### src/logic/ihd_pkg.sv
// Package of constants for the inrush harmonic detector
package ihd_pkg;

	////////////////////////////////////////////////////////////////////////////
	// Widths
	localparam int MAG_W = 16;
	localparam int PCT_W = 8;
	localparam int PROD_W = 24;

	////////////////////////////////////////////////////////////////////////////
	// Register offsets
	localparam logic [11:0] OFF_CTRL = 12'h000;
	localparam logic [11:0] OFF_RATIO = 12'h004;
	localparam logic [11:0] OFF_MINF = 12'h008;
	localparam logic [11:0] OFF_FLAGS = 12'h00c;
	localparam logic [11:0] OFF_IRQ_STAT = 12'h010;
	localparam logic [11:0] OFF_IRQ_MASK = 12'h014;
	localparam logic [11:0] OFF_RATED = 12'h018;

	////////////////////////////////////////////////////////////////////////////
	// Field positions
	localparam int CTRL_EN_BIT = 0;
	localparam int IRQ_ON_BIT = 0;
	localparam int IRQ_OFF_BIT = 1;
	localparam int FLAGS_ANY_BIT = 3;

	////////////////////////////////////////////////////////////////////////////
	// Setting ranges and reset values
	localparam logic [PCT_W-1:0] RATIO_MIN = 8'h05;
	localparam logic [PCT_W-1:0] RATIO_MAX = 8'h32;
	localparam logic [PCT_W-1:0] RATIO_RST = 8'h0f;
	localparam logic [PCT_W-1:0] MINF_MIN = 8'h14;
	localparam logic [PCT_W-1:0] MINF_MAX = 8'h64;
	localparam logic [PCT_W-1:0] MINF_RST = 8'h1e;
	localparam logic [MAG_W-1:0] RATED_RST = 16'h1000;
	localparam logic [PCT_W-1:0] PCT_FULL = 8'h64;
	localparam logic [31:0] SLV_ERR_DATA = 32'h0000_0000;

endpackage : ihd_pkg

### src/logic/ihd_phase.sv
// One phase comparison path of the inrush detector
module ihd_phase (
	// Magnitudes
	input wire logic [15:0] fund_mag,
	input wire logic [15:0] harm2_mag,
	// Settings
	input wire logic [7:0] ratio_pct,
	input wire logic [23:0] min_fund_scaled,
	// Result
	output logic detect
);
	////////////////////////////////////////////////////////////////////////////
	// Percentage arithmetic
	function automatic logic [23:0] scale(input logic [15:0] m, input logic [7:0] p);
		scale = 24'(m) * 24'(p);
	endfunction

	wire logic [23:0] harm_x100;
	wire logic [23:0] fund_x_ratio;
	wire logic [23:0] fund_x100;
	wire logic ratio_hit;
	wire logic level_ok;

	assign harm_x100 = scale(harm2_mag, ihd_pkg::PCT_FULL);
	assign fund_x_ratio = scale(fund_mag, ratio_pct);
	assign fund_x100 = scale(fund_mag, ihd_pkg::PCT_FULL);
	assign ratio_hit = harm_x100 > fund_x_ratio;
	assign level_ok = fund_x100 > min_fund_scaled;
	assign detect = ratio_hit && level_ok;
endmodule // ihd_phase

### src/logic/ihd_top.sv
// Inrush harmonic detector with APB registers
module ihd_top (
	// Clock and reset
	input wire logic pclk,
	input wire logic presetn,
	// APB slave
	input wire logic psel,
	input wire logic penable,
	input wire logic pwrite,
	input wire logic [11:0] paddr,
	input wire logic [31:0] pwdata,
	input wire logic [3:0] pstrb,
	output logic [31:0] prdata,
	output logic pready,
	output logic pslverr,
	// Magnitudes per phase
	input wire logic [15:0] fund1_mag,
	input wire logic [15:0] fund2_mag,
	input wire logic [15:0] fund3_mag,
	input wire logic [15:0] harm2_1_mag,
	input wire logic [15:0] harm2_2_mag,
	input wire logic [15:0] harm2_3_mag,
	// Blocking input
	input wire logic block_input,
	// Flags
	output logic inrush_phase1_flag,
	output logic inrush_phase2_flag,
	output logic inrush_phase3_flag,
	output logic inrush_any_flag,
	// Events
	output logic event_on,
	output logic event_off,
	// Interrupt
	output logic irq
);
	////////////////////////////////////////////////////////////////////////////
	// Registers
	logic enable_reg;
	logic [7:0] harmonic_ratio_setting_reg;
	logic [7:0] min_fundamental_setting_reg;
	logic [7:0] rated_reg;
	logic [7:0] rated_hi_reg;
	logic phase1_reg;
	logic phase2_reg;
	logic phase3_reg;
	logic any_reg;
	logic event_on_reg;
	logic event_off_reg;
	logic irq_on_reg;
	logic irq_off_reg;
	logic [1:0] irq_mask_reg;
	logic [31:0] prdata_reg;
	logic pslverr_reg;

	////////////////////////////////////////////////////////////////////////////
	// Setting clamp
	function automatic logic [7:0] clamp(input logic [7:0] v, input logic [7:0] lo, input logic [7:0] hi);
		clamp = (v < lo) ? lo : ((v > hi) ? hi : v);
	endfunction

	////////////////////////////////////////////////////////////////////////////
	// Bus decode
	wire logic acc;
	wire logic wr;
	wire logic rd;
	wire logic hit_ctrl;
	wire logic hit_ratio;
	wire logic hit_minf;
	wire logic hit_flags;
	wire logic hit_stat;
	wire logic hit_mask;
	wire logic hit_rated;
	wire logic mapped;
	wire logic lane0;
	wire logic lane1;

	assign acc = psel && penable;
	assign wr = acc && pwrite;
	assign rd = acc && !pwrite;
	assign hit_ctrl = paddr == ihd_pkg::OFF_CTRL;
	assign hit_ratio = paddr == ihd_pkg::OFF_RATIO;
	assign hit_minf = paddr == ihd_pkg::OFF_MINF;
	assign hit_flags = paddr == ihd_pkg::OFF_FLAGS;
	assign hit_stat = paddr == ihd_pkg::OFF_IRQ_STAT;
	assign hit_mask = paddr == ihd_pkg::OFF_IRQ_MASK;
	assign hit_rated = paddr == ihd_pkg::OFF_RATED;
	assign mapped = hit_ctrl | hit_ratio | hit_minf | hit_flags | hit_stat | hit_mask | hit_rated;
	assign lane0 = pstrb[0];
	assign lane1 = pstrb[1];

	////////////////////////////////////////////////////////////////////////////
	// Phase paths
	wire logic [15:0] rated_full;
	wire logic [23:0] min_fund_scaled;
	wire logic [2:0] detect;
	wire logic [15:0] fund_mag [3];
	wire logic [15:0] harm_mag [3];

	// Rated current as seen by the threshold
	assign rated_full = {rated_hi_reg, rated_reg};
	// Fundamental threshold in magnitude units times 100
	assign min_fund_scaled = 24'(rated_full) * 24'(min_fundamental_setting_reg);
	// Upstream supplies both magnitudes per phase
	assign fund_mag[0] = fund1_mag;
	assign fund_mag[1] = fund2_mag;
	assign fund_mag[2] = fund3_mag;
	assign harm_mag[0] = harm2_1_mag;
	assign harm_mag[1] = harm2_2_mag;
	assign harm_mag[2] = harm2_3_mag;

	for (genvar i = 0; i < 3; i++) begin : g_phase
		ihd_phase u_phase (
			.fund_mag(fund_mag[i]),
			.harm2_mag(harm_mag[i]),
			.ratio_pct(harmonic_ratio_setting_reg),
			.min_fund_scaled(min_fund_scaled),
			.detect(detect[i])
		);
	end

	////////////////////////////////////////////////////////////////////////////
	// Flag logic
	wire logic active;
	wire logic [2:0] phase_next;
	wire logic any_next;
	wire logic rise;
	wire logic fall;

	assign active = enable_reg && !block_input;
	assign phase_next = active ? detect : 3'b000;
	assign any_next = |phase_next;
	assign rise = any_next && !any_reg;
	assign fall = !any_next && any_reg;

	// Phase one flag
	always_ff @(posedge pclk or negedge presetn) begin
		if (!presetn) begin
			phase1_reg <= 1'b0;
		end else begin
			phase1_reg <= phase_next[0];
		end
	end

	// Phase two flag
	always_ff @(posedge pclk or negedge presetn) begin
		if (!presetn) begin
			phase2_reg <= 1'b0;
		end else begin
			phase2_reg <= phase_next[1];
		end
	end

	// Phase three flag
	always_ff @(posedge pclk or negedge presetn) begin
		if (!presetn) begin
			phase3_reg <= 1'b0;
		end else begin
			phase3_reg <= phase_next[2];
		end
	end

	// General flag
	always_ff @(posedge pclk or negedge presetn) begin
		if (!presetn) begin
			any_reg <= 1'b0;
		end else begin
			any_reg <= any_next;
		end
	end

	// On event, same edge as the general flag rises
	always_ff @(posedge pclk or negedge presetn) begin
		if (!presetn) begin
			event_on_reg <= 1'b0;
		end else begin
			event_on_reg <= rise;
		end
	end

	// Off event, same edge as the general flag falls
	always_ff @(posedge pclk or negedge presetn) begin
		if (!presetn) begin
			event_off_reg <= 1'b0;
		end else begin
			event_off_reg <= fall;
		end
	end

	assign inrush_phase1_flag = phase1_reg;
	assign inrush_phase2_flag = phase2_reg;
	assign inrush_phase3_flag = phase3_reg;
	assign inrush_any_flag = any_reg;
	assign event_on = event_on_reg;
	assign event_off = event_off_reg;

	////////////////////////////////////////////////////////////////////////////
	// Write enables
	wire logic wr_lo;
	wire logic wr_ctrl;
	wire logic wr_ratio;
	wire logic wr_minf;
	wire logic wr_mask;
	wire logic wr_rated_lo;
	wire logic wr_rated_hi;
	wire logic [7:0] ratio_wr;
	wire logic [7:0] minf_wr;

	assign wr_lo = wr && lane0;
	assign wr_ctrl = wr_lo && hit_ctrl;
	assign wr_ratio = wr_lo && hit_ratio;
	assign wr_minf = wr_lo && hit_minf;
	assign wr_mask = wr_lo && hit_mask;
	assign wr_rated_lo = wr_lo && hit_rated;
	assign wr_rated_hi = wr && lane1 && hit_rated;
	assign ratio_wr = clamp(pwdata[7:0], ihd_pkg::RATIO_MIN, ihd_pkg::RATIO_MAX);
	assign minf_wr = clamp(pwdata[7:0], ihd_pkg::MINF_MIN, ihd_pkg::MINF_MAX);

	////////////////////////////////////////////////////////////////////////////
	// Settings registers
	// Operation enable, off after reset
	always_ff @(posedge pclk or negedge presetn) begin
		if (!presetn) begin
			enable_reg <= 1'b0;
		end else if (wr_ctrl) begin
			enable_reg <= pwdata[ihd_pkg::CTRL_EN_BIT];
		end
	end

	// Harmonic ratio, clamped into range
	always_ff @(posedge pclk or negedge presetn) begin
		if (!presetn) begin
			harmonic_ratio_setting_reg <= ihd_pkg::RATIO_RST;
		end else if (wr_ratio) begin
			harmonic_ratio_setting_reg <= ratio_wr;
		end
	end

	// Minimum fundamental level, clamped into range
	always_ff @(posedge pclk or negedge presetn) begin
		if (!presetn) begin
			min_fundamental_setting_reg <= ihd_pkg::MINF_RST;
		end else if (wr_minf) begin
			min_fundamental_setting_reg <= minf_wr;
		end
	end

	// Interrupt mask
	always_ff @(posedge pclk or negedge presetn) begin
		if (!presetn) begin
			irq_mask_reg <= 2'b00;
		end else if (wr_mask) begin
			irq_mask_reg <= pwdata[1:0];
		end
	end

	// Rated current, low byte
	always_ff @(posedge pclk or negedge presetn) begin
		if (!presetn) begin
			rated_reg <= ihd_pkg::RATED_RST[7:0];
		end else if (wr_rated_lo) begin
			rated_reg <= pwdata[7:0];
		end
	end

	// Rated current, high byte
	always_ff @(posedge pclk or negedge presetn) begin
		if (!presetn) begin
			rated_hi_reg <= ihd_pkg::RATED_RST[15:8];
		end else if (wr_rated_hi) begin
			rated_hi_reg <= pwdata[15:8];
		end
	end

	////////////////////////////////////////////////////////////////////////////
	// Interrupt status, set wins over read clear
	wire logic [1:0] irq_stat;
	wire logic stat_clr;
	wire logic [1:0] stat_clr_mask;
	wire logic [1:0] stat_next;

	assign irq_stat = {irq_off_reg, irq_on_reg};
	assign stat_clr = rd && hit_stat;
	// Only bits already returned in the read word are cleared
	assign stat_clr_mask = stat_clr ? prdata_reg[1:0] : 2'b00;
	assign stat_next = (irq_stat & ~stat_clr_mask) | {event_off_reg, event_on_reg};

	// On event status
	always_ff @(posedge pclk or negedge presetn) begin
		if (!presetn) begin
			irq_on_reg <= 1'b0;
		end else begin
			irq_on_reg <= stat_next[ihd_pkg::IRQ_ON_BIT];
		end
	end

	// Off event status
	always_ff @(posedge pclk or negedge presetn) begin
		if (!presetn) begin
			irq_off_reg <= 1'b0;
		end else begin
			irq_off_reg <= stat_next[ihd_pkg::IRQ_OFF_BIT];
		end
	end

	assign irq = |(irq_stat & irq_mask_reg);

	////////////////////////////////////////////////////////////////////////////
	// Read data
	wire logic setup;
	wire logic [31:0] rd_ctrl;
	wire logic [31:0] rd_ratio;
	wire logic [31:0] rd_minf;
	wire logic [31:0] rd_flags;
	wire logic [31:0] rd_stat;
	wire logic [31:0] rd_mask;
	wire logic [31:0] rd_rated;
	wire logic [31:0] rd_mux;

	assign setup = psel && !penable;
	assign rd_ctrl = {31'h0000_0000, enable_reg};
	assign rd_ratio = {24'h00_0000, harmonic_ratio_setting_reg};
	assign rd_minf = {24'h00_0000, min_fundamental_setting_reg};
	assign rd_flags = {28'h000_0000, any_reg, phase3_reg, phase2_reg, phase1_reg};
	assign rd_stat = {30'h0000_0000, irq_stat};
	assign rd_mask = {30'h0000_0000, irq_mask_reg};
	assign rd_rated = {16'h0000, rated_full};
	assign rd_mux = hit_ctrl ? rd_ctrl :
		hit_ratio ? rd_ratio :
		hit_minf ? rd_minf :
		hit_flags ? rd_flags :
		hit_stat ? rd_stat :
		hit_mask ? rd_mask :
		hit_rated ? rd_rated :
		ihd_pkg::SLV_ERR_DATA;

	// Read word, captured in the setup cycle
	always_ff @(posedge pclk or negedge presetn) begin
		if (!presetn) begin
			prdata_reg <= 32'h0000_0000;
		end else if (setup) begin
			prdata_reg <= pwrite ? 32'h0000_0000 : rd_mux;
		end
	end

	// Error flag for unmapped addresses
	always_ff @(posedge pclk or negedge presetn) begin
		if (!presetn) begin
			pslverr_reg <= 1'b0;
		end else if (setup) begin
			pslverr_reg <= !mapped;
		end
	end

	assign prdata = prdata_reg;
	assign pslverr = pslverr_reg && acc;
	assign pready = 1'b1;
endmodule // ihd_top

### config.mk
export PLATFORM = sky130hd
export DESIGN_NAME = ihd_top
export DESIGN_NICKNAME = d
export VERILOG_FILES = /design/src/logic/ihd_pkg.sv /design/src/logic/ihd_phase.sv /design/src/logic/ihd_top.sv
export SDC_FILE = /design/constraint.sdc
export NUM_CORES = 2
export LEC_CHECK = 0
export BUFFER_PORTS_ARGS = -buffer_cell sky130_fd_sc_hd__buf_2
export CORE_MARGIN = 2
export CORE_UTILIZATION = 65
export CTS_CLUSTER_DIAMETER = 80
export DETAILED_ROUTE_END_ITERATION = 7
export PLACE_DENSITY = 0.84
export SYNTH_ARGS = -nofsm -noshare
export SYNTH_HDL_FRONTEND = slang
export SYNTH_HIERARCHICAL = 1
export SYNTH_SLANG_ARGS = --single-unit
### constraint.sdc
create_clock -name pclk -period 16.7 [get_ports pclk]
set_input_delay 2.505 -clock pclk [delete_from_list [all_inputs] [get_ports pclk]]
set_output_delay 2.505 -clock pclk [all_outputs]
set_load 0.01 [all_outputs]
* Word-level counts from Yosys, hierarchy flattened
Cells that the tools add are included.
** Cells by class
- $mul :: 10
- Magnitude comparators :: 10
- Equal/unequal tests :: 6
- Muxes and demuxes :: 14
- Bitwise gates (word level) :: 10
- Reductions and logical operators :: 29
** Operator list (number)
- $gt A23 B24 Y1 :: 6
- $mul A16 B5 Y21 const B :: 6
- $mux W16 :: 7
- $mul A16 B8 Y24 :: 4
- $eq A12 B5 Y1 const B :: 3
- $mux W32 :: 1
- $mux W8 :: 4
- $eq A12 B4 Y1 const B :: 2
- $logic_and A1 B1 Y1 :: 20
- $eq A12 B3 Y1 const B :: 1
- $logic_not A12 Y1 :: 1
- $gt A8 B6 Y1 const B :: 1
- $gt A8 B7 Y1 const B :: 1
- $lt A8 B3 Y1 const B :: 1
- $lt A8 B5 Y1 const B :: 1
- $logic_not A1 Y1 :: 6
- $or A1 B1 Y1 :: 6
- $and A2 B2 Y2 :: 2
- $mux W3 :: 1
- $reduce_or A3 Y1 :: 1
- $mux W2 :: 1
- $not A2 Y2 :: 1
- $or A2 B2 Y2 :: 1
- $reduce_or A2 Y1 :: 1
** Storage, ports and cells
- Register bits :: 76
- Output and inout port bits :: 41
- Word-level logic and storage cells :: 95

* Depth between registers and ports, before layout
- Word-level depth :: 9
- Mapped depth :: 32
- Depth with buffers taken out :: 30

* Modules after synthesis
Netlist, hierarchy kept.
** By module, submodules not included
- ihd_phase (g_phase[0].u_phase ...) :: times used 2, cells each 983, area each 8159.1 um2, seq. area each 0.0 um2
- ihd_phase (g_phase[2].u_phase) :: times used 1, cells each 984, area each 8160.3 um2, seq. area each 0.0 um2
- ihd_top :: times used 1, cells each 747, area each 6896.6 um2, seq. area each 1512.7 um2

* Least setup slack after synthesis
Ideal clock, no wire load.
- Path type :: input -> register
- Start point :: input port fund3_mag[9]
- End point :: register event_off_reg (netlist: event_off)
- Library setup time :: 0.066 ns
- Arrival :: 8.134 ns
- Setup slack :: 8.500 ns
- Stages on the path :: 26
- Cells stage by stage :: and2_1 > fa_1 > fa_1 > fa_1 > inv_1 > fa_1 > inv_1 > ha_1 > a211o_1 > a2111oi_0 > nor3_1 > o21ai_0 > nand2b_1 > a21oi_1 > xor2_1 > ha_1 > a21o_1 > a21o_1 > a21o_1 > a2111oi_0 > a221oi_1 > nand3_1 > nor2_1 > and2_1 > nor3_1 > and2_1
** Between the ends
- Longest elaborated chain between the ends :: 7
- Elaborated cells on any way between the ends :: 9
** Ends and longest elaborated chain
- start, declared :: line ihd_top.sv:19 : input wire logic [15:0] fund3_mag,
- $mul A16 B8 Y24 or $mul A16 B5 Y21 (tied branches) :: line ihd_phase.sv:15 : scale = 24'(m) * 24'(p);
- $gt A23 B24 Y1 (on tied branches) :: line ihd_phase.sv:27, ihd_phase.sv:28
- $logic_and A1 B1 Y1 * :: line ihd_phase.sv:29 : assign detect = ratio_hit && level_ok;
- via detect[2] :: line ihd_top.sv:95 : wire logic [2:0] detect;
- $mux W3 * :: line ihd_top.sv:130 : assign phase_next = active ? detect : 3'b000;
- via phase_next[2] :: line ihd_top.sv:124 : wire logic [2:0] phase_next;
- $reduce_or A3 Y1 * :: line ihd_top.sv:131 : assign any_next = |phase_next;
- $logic_not A1 Y1 * :: line ihd_top.sv:133 : assign fall = !any_next && any_reg;
- $logic_and A1 B1 Y1 * :: line ihd_top.sv:133
- via fall :: line ihd_top.sv:127 : wire logic fall;
- end signal, assigned :: line ihd_top.sv:185 : event_off_reg <= fall;
- end, declared :: line ihd_top.sv:48 : logic event_off_reg;
Mark *: on every way through the listed nets, which the timed path passes. The rest lies on a longest branch.
A chain may end at the register's enable or synchronous reset.

* Final worst setup path
Ends and elaborated chain as after synthesis.

==> run summary <==
Post-CTS timing repair inserted 0 buffers for setup. The register with the most flip-flops in the layout has 16 of them. Once layout is complete, the utilization of the core stands at 69.25%. Launch point of the worst hold path: event_off. The register bit count reported by yosys works out to 60. The final layout contains routed wiring with a total length of 65590 um. The delay of the slowest cell on the worst path was 0.67 ns.

In the routed layout, each cell is associated on average with a via count of 5.579. The startpoint identified for the worst register-to-register timing path is min_fundamental_setting_reg[3]. Met2 track demand over resource in global routing: 49.82%. The H-tree depth reported by CTS was 3. Across the run, the number of max-cap violations was 0. Detailed placement finished with a half-perimeter wire length of 55070 um. In this run the count of I/O pins placed on the die edge is 191. The layer flagged by global routing as most heavily used is met2. The yosys synthesis warning count is 6, and the number of placement rows is 80. Sequential power share: 10.7%. After filler insertion, the fill cell instance count of the layout stands at 3857. The logs give 1280 for the violation count after the first detailed-routing iteration and 34.98% for the met1 usage in global routing. The tools report the global placer's final weighted congestion as 0.8819. Achievable clock frequency: 0.1094 GHz. The pin count of the biggest net entering global routing was 61; the number of setup violations in the final report was 0. After layout, the minimum clock period comes to 9.142 ns. For the worst flop-to-flop path, the logic depth is 27. The clock skew after layout was 0.008780 ns; the leakage power of the design was 18.46 nW. The largest fanout on the critical path works out to 11.

The run finished with clean final reports. Buffers inserted to repair hold after CTS numbered 0. The first detailed-routing pass took 5 iterations. TritonCTS built the clock tree. In the final layout, the share of cells above drive strength 1 is 6.909%. The worst setup path is of the in -> reg kind. Summing over every cut layer, the via total after detailed routing is 24760. The largest individual stage delay along the critical path comes from the cell sky130_fd_sc_hd__a2111oi_0. In this run the critical register-to-register path is captured at event_off.

After detailed routing, the number of remaining DRC violations is 0. The count of cells along the worst hold path was 1. In this run the clock root is driven by a sky130_fd_sc_hd__clkbuf_16.

For the number of nets in the layout, the log shows 4985. The share of the Yosys chip area taken by registers is 4.821%. For the final routed database, the setup TNS stands at 0 ns. The count of input and output buffers was 155. The area growth from synthesis to layout is 5.168%. The net switching power was 0.0006287 W; the initial antenna violation count was 3. In this run the vertical extent of the chip is 223.7 um. The die boundary width was 223.7 um; the remaining number of nets flagged by the antenna check after routing was 0. End point of the most critical hold path: irq_off_reg.

The path class of the tightest hold or removal check is reg -> reg. Data on the critical path is required at its endpoint by 16.96 ns. The total internal power was 0.0007351 W. The first global-routing pass estimated 115600 um of wire. For the starting density of the core, the log shows 65.85%. The tools report the global routing usage summed across all routing layers as 27.38%. The flip-flop cell with the highest count after synthesis is sky130_fd_sc_hd__dfrtp_1.

Setup repair after global routing left no endpoint under its margin. The endpoint class of the critical path was a flop. The region available for standard cell placement spans 47650 um^2.

Once the clock tree was built, the resizer swapped 0 gates to a different size. Counting distinct cell types in the post-synthesis netlist gives 81. In this run, synthesis inferred 0 flip-flops with an integrated enable.

Average instance area after synthesis: 8.487 um^2. The tools report the cell count after synthesis as 3697. Clock latency on the worst-skew pair, taken at its later pin, is 0.32 ns.

The post-detailed-route wirelength per cell works out to 14.78 um. The total overflow left after global routing is 0. For the final max-slew violation count, the log shows 0. Cell seen most often among critical-path stages: sky130_fd_sc_hd__fa_1. Power comes to 0.001364 W.

After clock tree synthesis, the clock-pin slew on the worst setup and hold paths is 0.05 ns. TritonCTS created 9 clock buffers. For the worst setup path, the data arrival time is 9.41 ns. In this run the cell area of the synthesized design comes to 31380 um^2.

The tools report the relative max-transition margin as 23.34%. STA classifies the critical path startpoint as a primary input. Hold violation total from the final report: 0. The sequential cell area in the final layout is 1513 um^2. In this run the power density over the cells is 41.33 nW/um^2.

Async set-reset flop share out of synthesis: 100.0%. The area enclosed by the die boundary is 50040 um^2, and the met3 layer usage reported by global route is 2.322%. After layout, the worst path uses 54.75% of the clock period. VDD sags by at most 0.05290 mV. The worst register-to-register path has a setup slack of 8.48 ns.

Per report_power, the combinational group accounts for 77.0% of the total. The net switching fraction of the power was 46.10%; the actual slew at the worst max-slew pin was 1.141 ns. In the final layout, the multi-input gates occupy 26490 um^2. The longest clock path from root to sink contains 2 buffers. The logs give 25760 for the via count of the first global-routing pass and 12.2% for the clock share of power.

Clock tree synthesis found a total of 60 sinks.
==> layer usage <==
| layer | part of all wire (%) | wire length [um] |
|---|---|---|
| met2 | 50 | 32960 |
| met5 | 0.018 | 12 |
| met4 | 2.5 | 1616 |
| met1 | 43 | 28450 |
| met3 | 3.9 | 2557 |
==> through the flow <==
step           worst slack, ns  std cells  hold slack (ns)  area, um^2
3_3_place_gp             7.388       4420           0.4401       32720
2_1_floorplan            8.500       3712           0.4429       31430
6_report                 7.558       4438           0.4546       33000
5_1_grt                  7.156       4437           0.4825       32990
3_5_place_dp             7.284       4420           0.4375       32720
4_1_cts                  7.599       4436           0.4552       32990
==> cell usage after synthesis, types with 9 or more instances <==
| cell type | number | area share [%] |
|---|---|---|
| sky130_fd_sc_hd__inv_1 | 824 | 9.9 |
| sky130_fd_sc_hd__ha_1 | 617 | 25 |
| sky130_fd_sc_hd__and2_1 | 409 | 8.2 |
| sky130_fd_sc_hd__fa_1 | 402 | 26 |
| sky130_fd_sc_hd__nand2_1 | 241 | 2.9 |
| sky130_fd_sc_hd__a21oi_1 | 146 | 2.3 |
| sky130_fd_sc_hd__xnor2_1 | 102 | 2.8 |
| sky130_fd_sc_hd__nor2_1 | 91 | 1.1 |
| sky130_fd_sc_hd__o21ai_0 | 88 | 1.4 |
| sky130_fd_sc_hd__a21o_1 | 64 | 1.5 |
| sky130_fd_sc_hd__clkbuf_1 | 55 | 0.66 |
| sky130_fd_sc_hd__xor2_1 | 54 | 1.5 |
| sky130_fd_sc_hd__nand3_1 | 52 | 0.83 |
| sky130_fd_sc_hd__dfrtp_1 | 51 | 4.1 |
| sky130_fd_sc_hd__nor3_1 | 48 | 0.77 |
| sky130_fd_sc_hd__nor2b_1 | 36 | 0.72 |
| sky130_fd_sc_hd__nand2b_1 | 33 | 0.66 |
| sky130_fd_sc_hd__a31oi_1 | 24 | 0.48 |
| sky130_fd_sc_hd__and3_1 | 23 | 0.46 |
| sky130_fd_sc_hd__o21a_1 | 21 | 0.50 |
| sky130_fd_sc_hd__nand4_1 | 19 | 0.38 |
| sky130_fd_sc_hd__mux2_2 | 18 | 0.65 |
| sky130_fd_sc_hd__o211ai_1 | 18 | 0.43 |
| sky130_fd_sc_hd__buf_4 | 17 | 0.41 |
| sky130_fd_sc_hd__a211oi_1 | 15 | 0.36 |
| sky130_fd_sc_hd__or2_2 | 15 | 0.30 |
| sky130_fd_sc_hd__a211o_1 | 12 | 0.33 |
| sky130_fd_sc_hd__or3_1 | 12 | 0.24 |
| sky130_fd_sc_hd__mux2i_1 | 11 | 0.35 |
| sky130_fd_sc_hd__o31ai_1 | 11 | 0.26 |
| sky130_fd_sc_hd__o21ai_1 | 10 | 0.16 |
| sky130_fd_sc_hd__a22o_1 | 9 | 0.25 |
| sky130_fd_sc_hd__dfstp_2 | 9 | 0.75 |
==> logic make-up after synthesis <==
family          share of synthesized area, %
simple gates                           17.54
xor+xnor                               4.355
buf+inv                                10.92
compound gates                         11.05
mux                                   0.9970
flops                                  4.821
fa+ha+maj                              50.29
other cells                          0.02394
==> placed cells by master, fill, tap and decap left out, drive strengths merged, types with 7 or more instances in the layout <==
master,Yosys,routed
and3,25,25
dfstp,9,9
xor2,54,54
nand2,241,241
or2,15,15
nor2b,36,36
mux2i,11,11
o31ai,13,13
a221oi,11,11
a22o,9,9
dfrtp,51,51
nor3b,7,7
o21ai,101,101
fa,402,402
a211oi,20,20
conb,2,17
a21oi,152,152
a21o,67,67
o21a,21,21
buf,17,165
or3,14,14
inv,824,824
nand2b,33,33
clkbuf,55,14
mux2,18,18
nand3,52,52
o21bai,7,7
and2,411,411
nand4,19,19
a211o,12,12
nor3,49,49
o211ai,22,22
xnor2,102,102
a31oi,24,24
nor4,8,8
nor2,91,91
ha,617,617
==> final cells by class <==
cell class	count	share of cell area, %
multi-input combinational	2756	80.29
inverter	824	9.374
sequential	60	4.584
timing repair buffer	165	2.578
tap	615	2.332
clock buffer	14	0.8001
clock inverter	2	0.03034
antenna	2	0.01517
==> power groups by stage <==
stage          sequential, W  clock (W)  combinational, W
2_1_floorplan       0.000149          0          0.000817
3_3_place_gp        0.000149          0           0.00101
3_5_place_dp        0.000149          0           0.00104
4_1_cts             0.000147   0.000168           0.00105
5_1_grt             0.000147   0.000175           0.00122
6_report            0.000147   0.000167           0.00105
==> how the worst max path moves through the flow <==
stage / to / slack [ns] / start
finish: event_off / 7.56 / fund3_mag[9]
global route: event_off / 7.16 / fund3_mag[9]
CTS: event_off / 7.60 / fund3_mag[9]
detailed placement: event_off / 7.28 / fund3_mag[9]
global placement: event_off / 7.39 / fund2_mag[2]
floorplan: event_off / 8.50 / fund3_mag[9]
==> critical path, delay by kind of cell <==
| family | cells | cell delay [ns] |
|---|---|---|
| AO/OA/AOI/OAI | 9 | 2.48 |
| XOR/XNOR | 1 | 0.09 |
| adder cells (fa/ha/maj) | 6 | 2.53 |
| buffers and inverters | 3 | 0.27 |
| AND/OR/NAND/NOR | 8 | 1.49 |
Note: power is estimated with default switching activity, not from simulation.
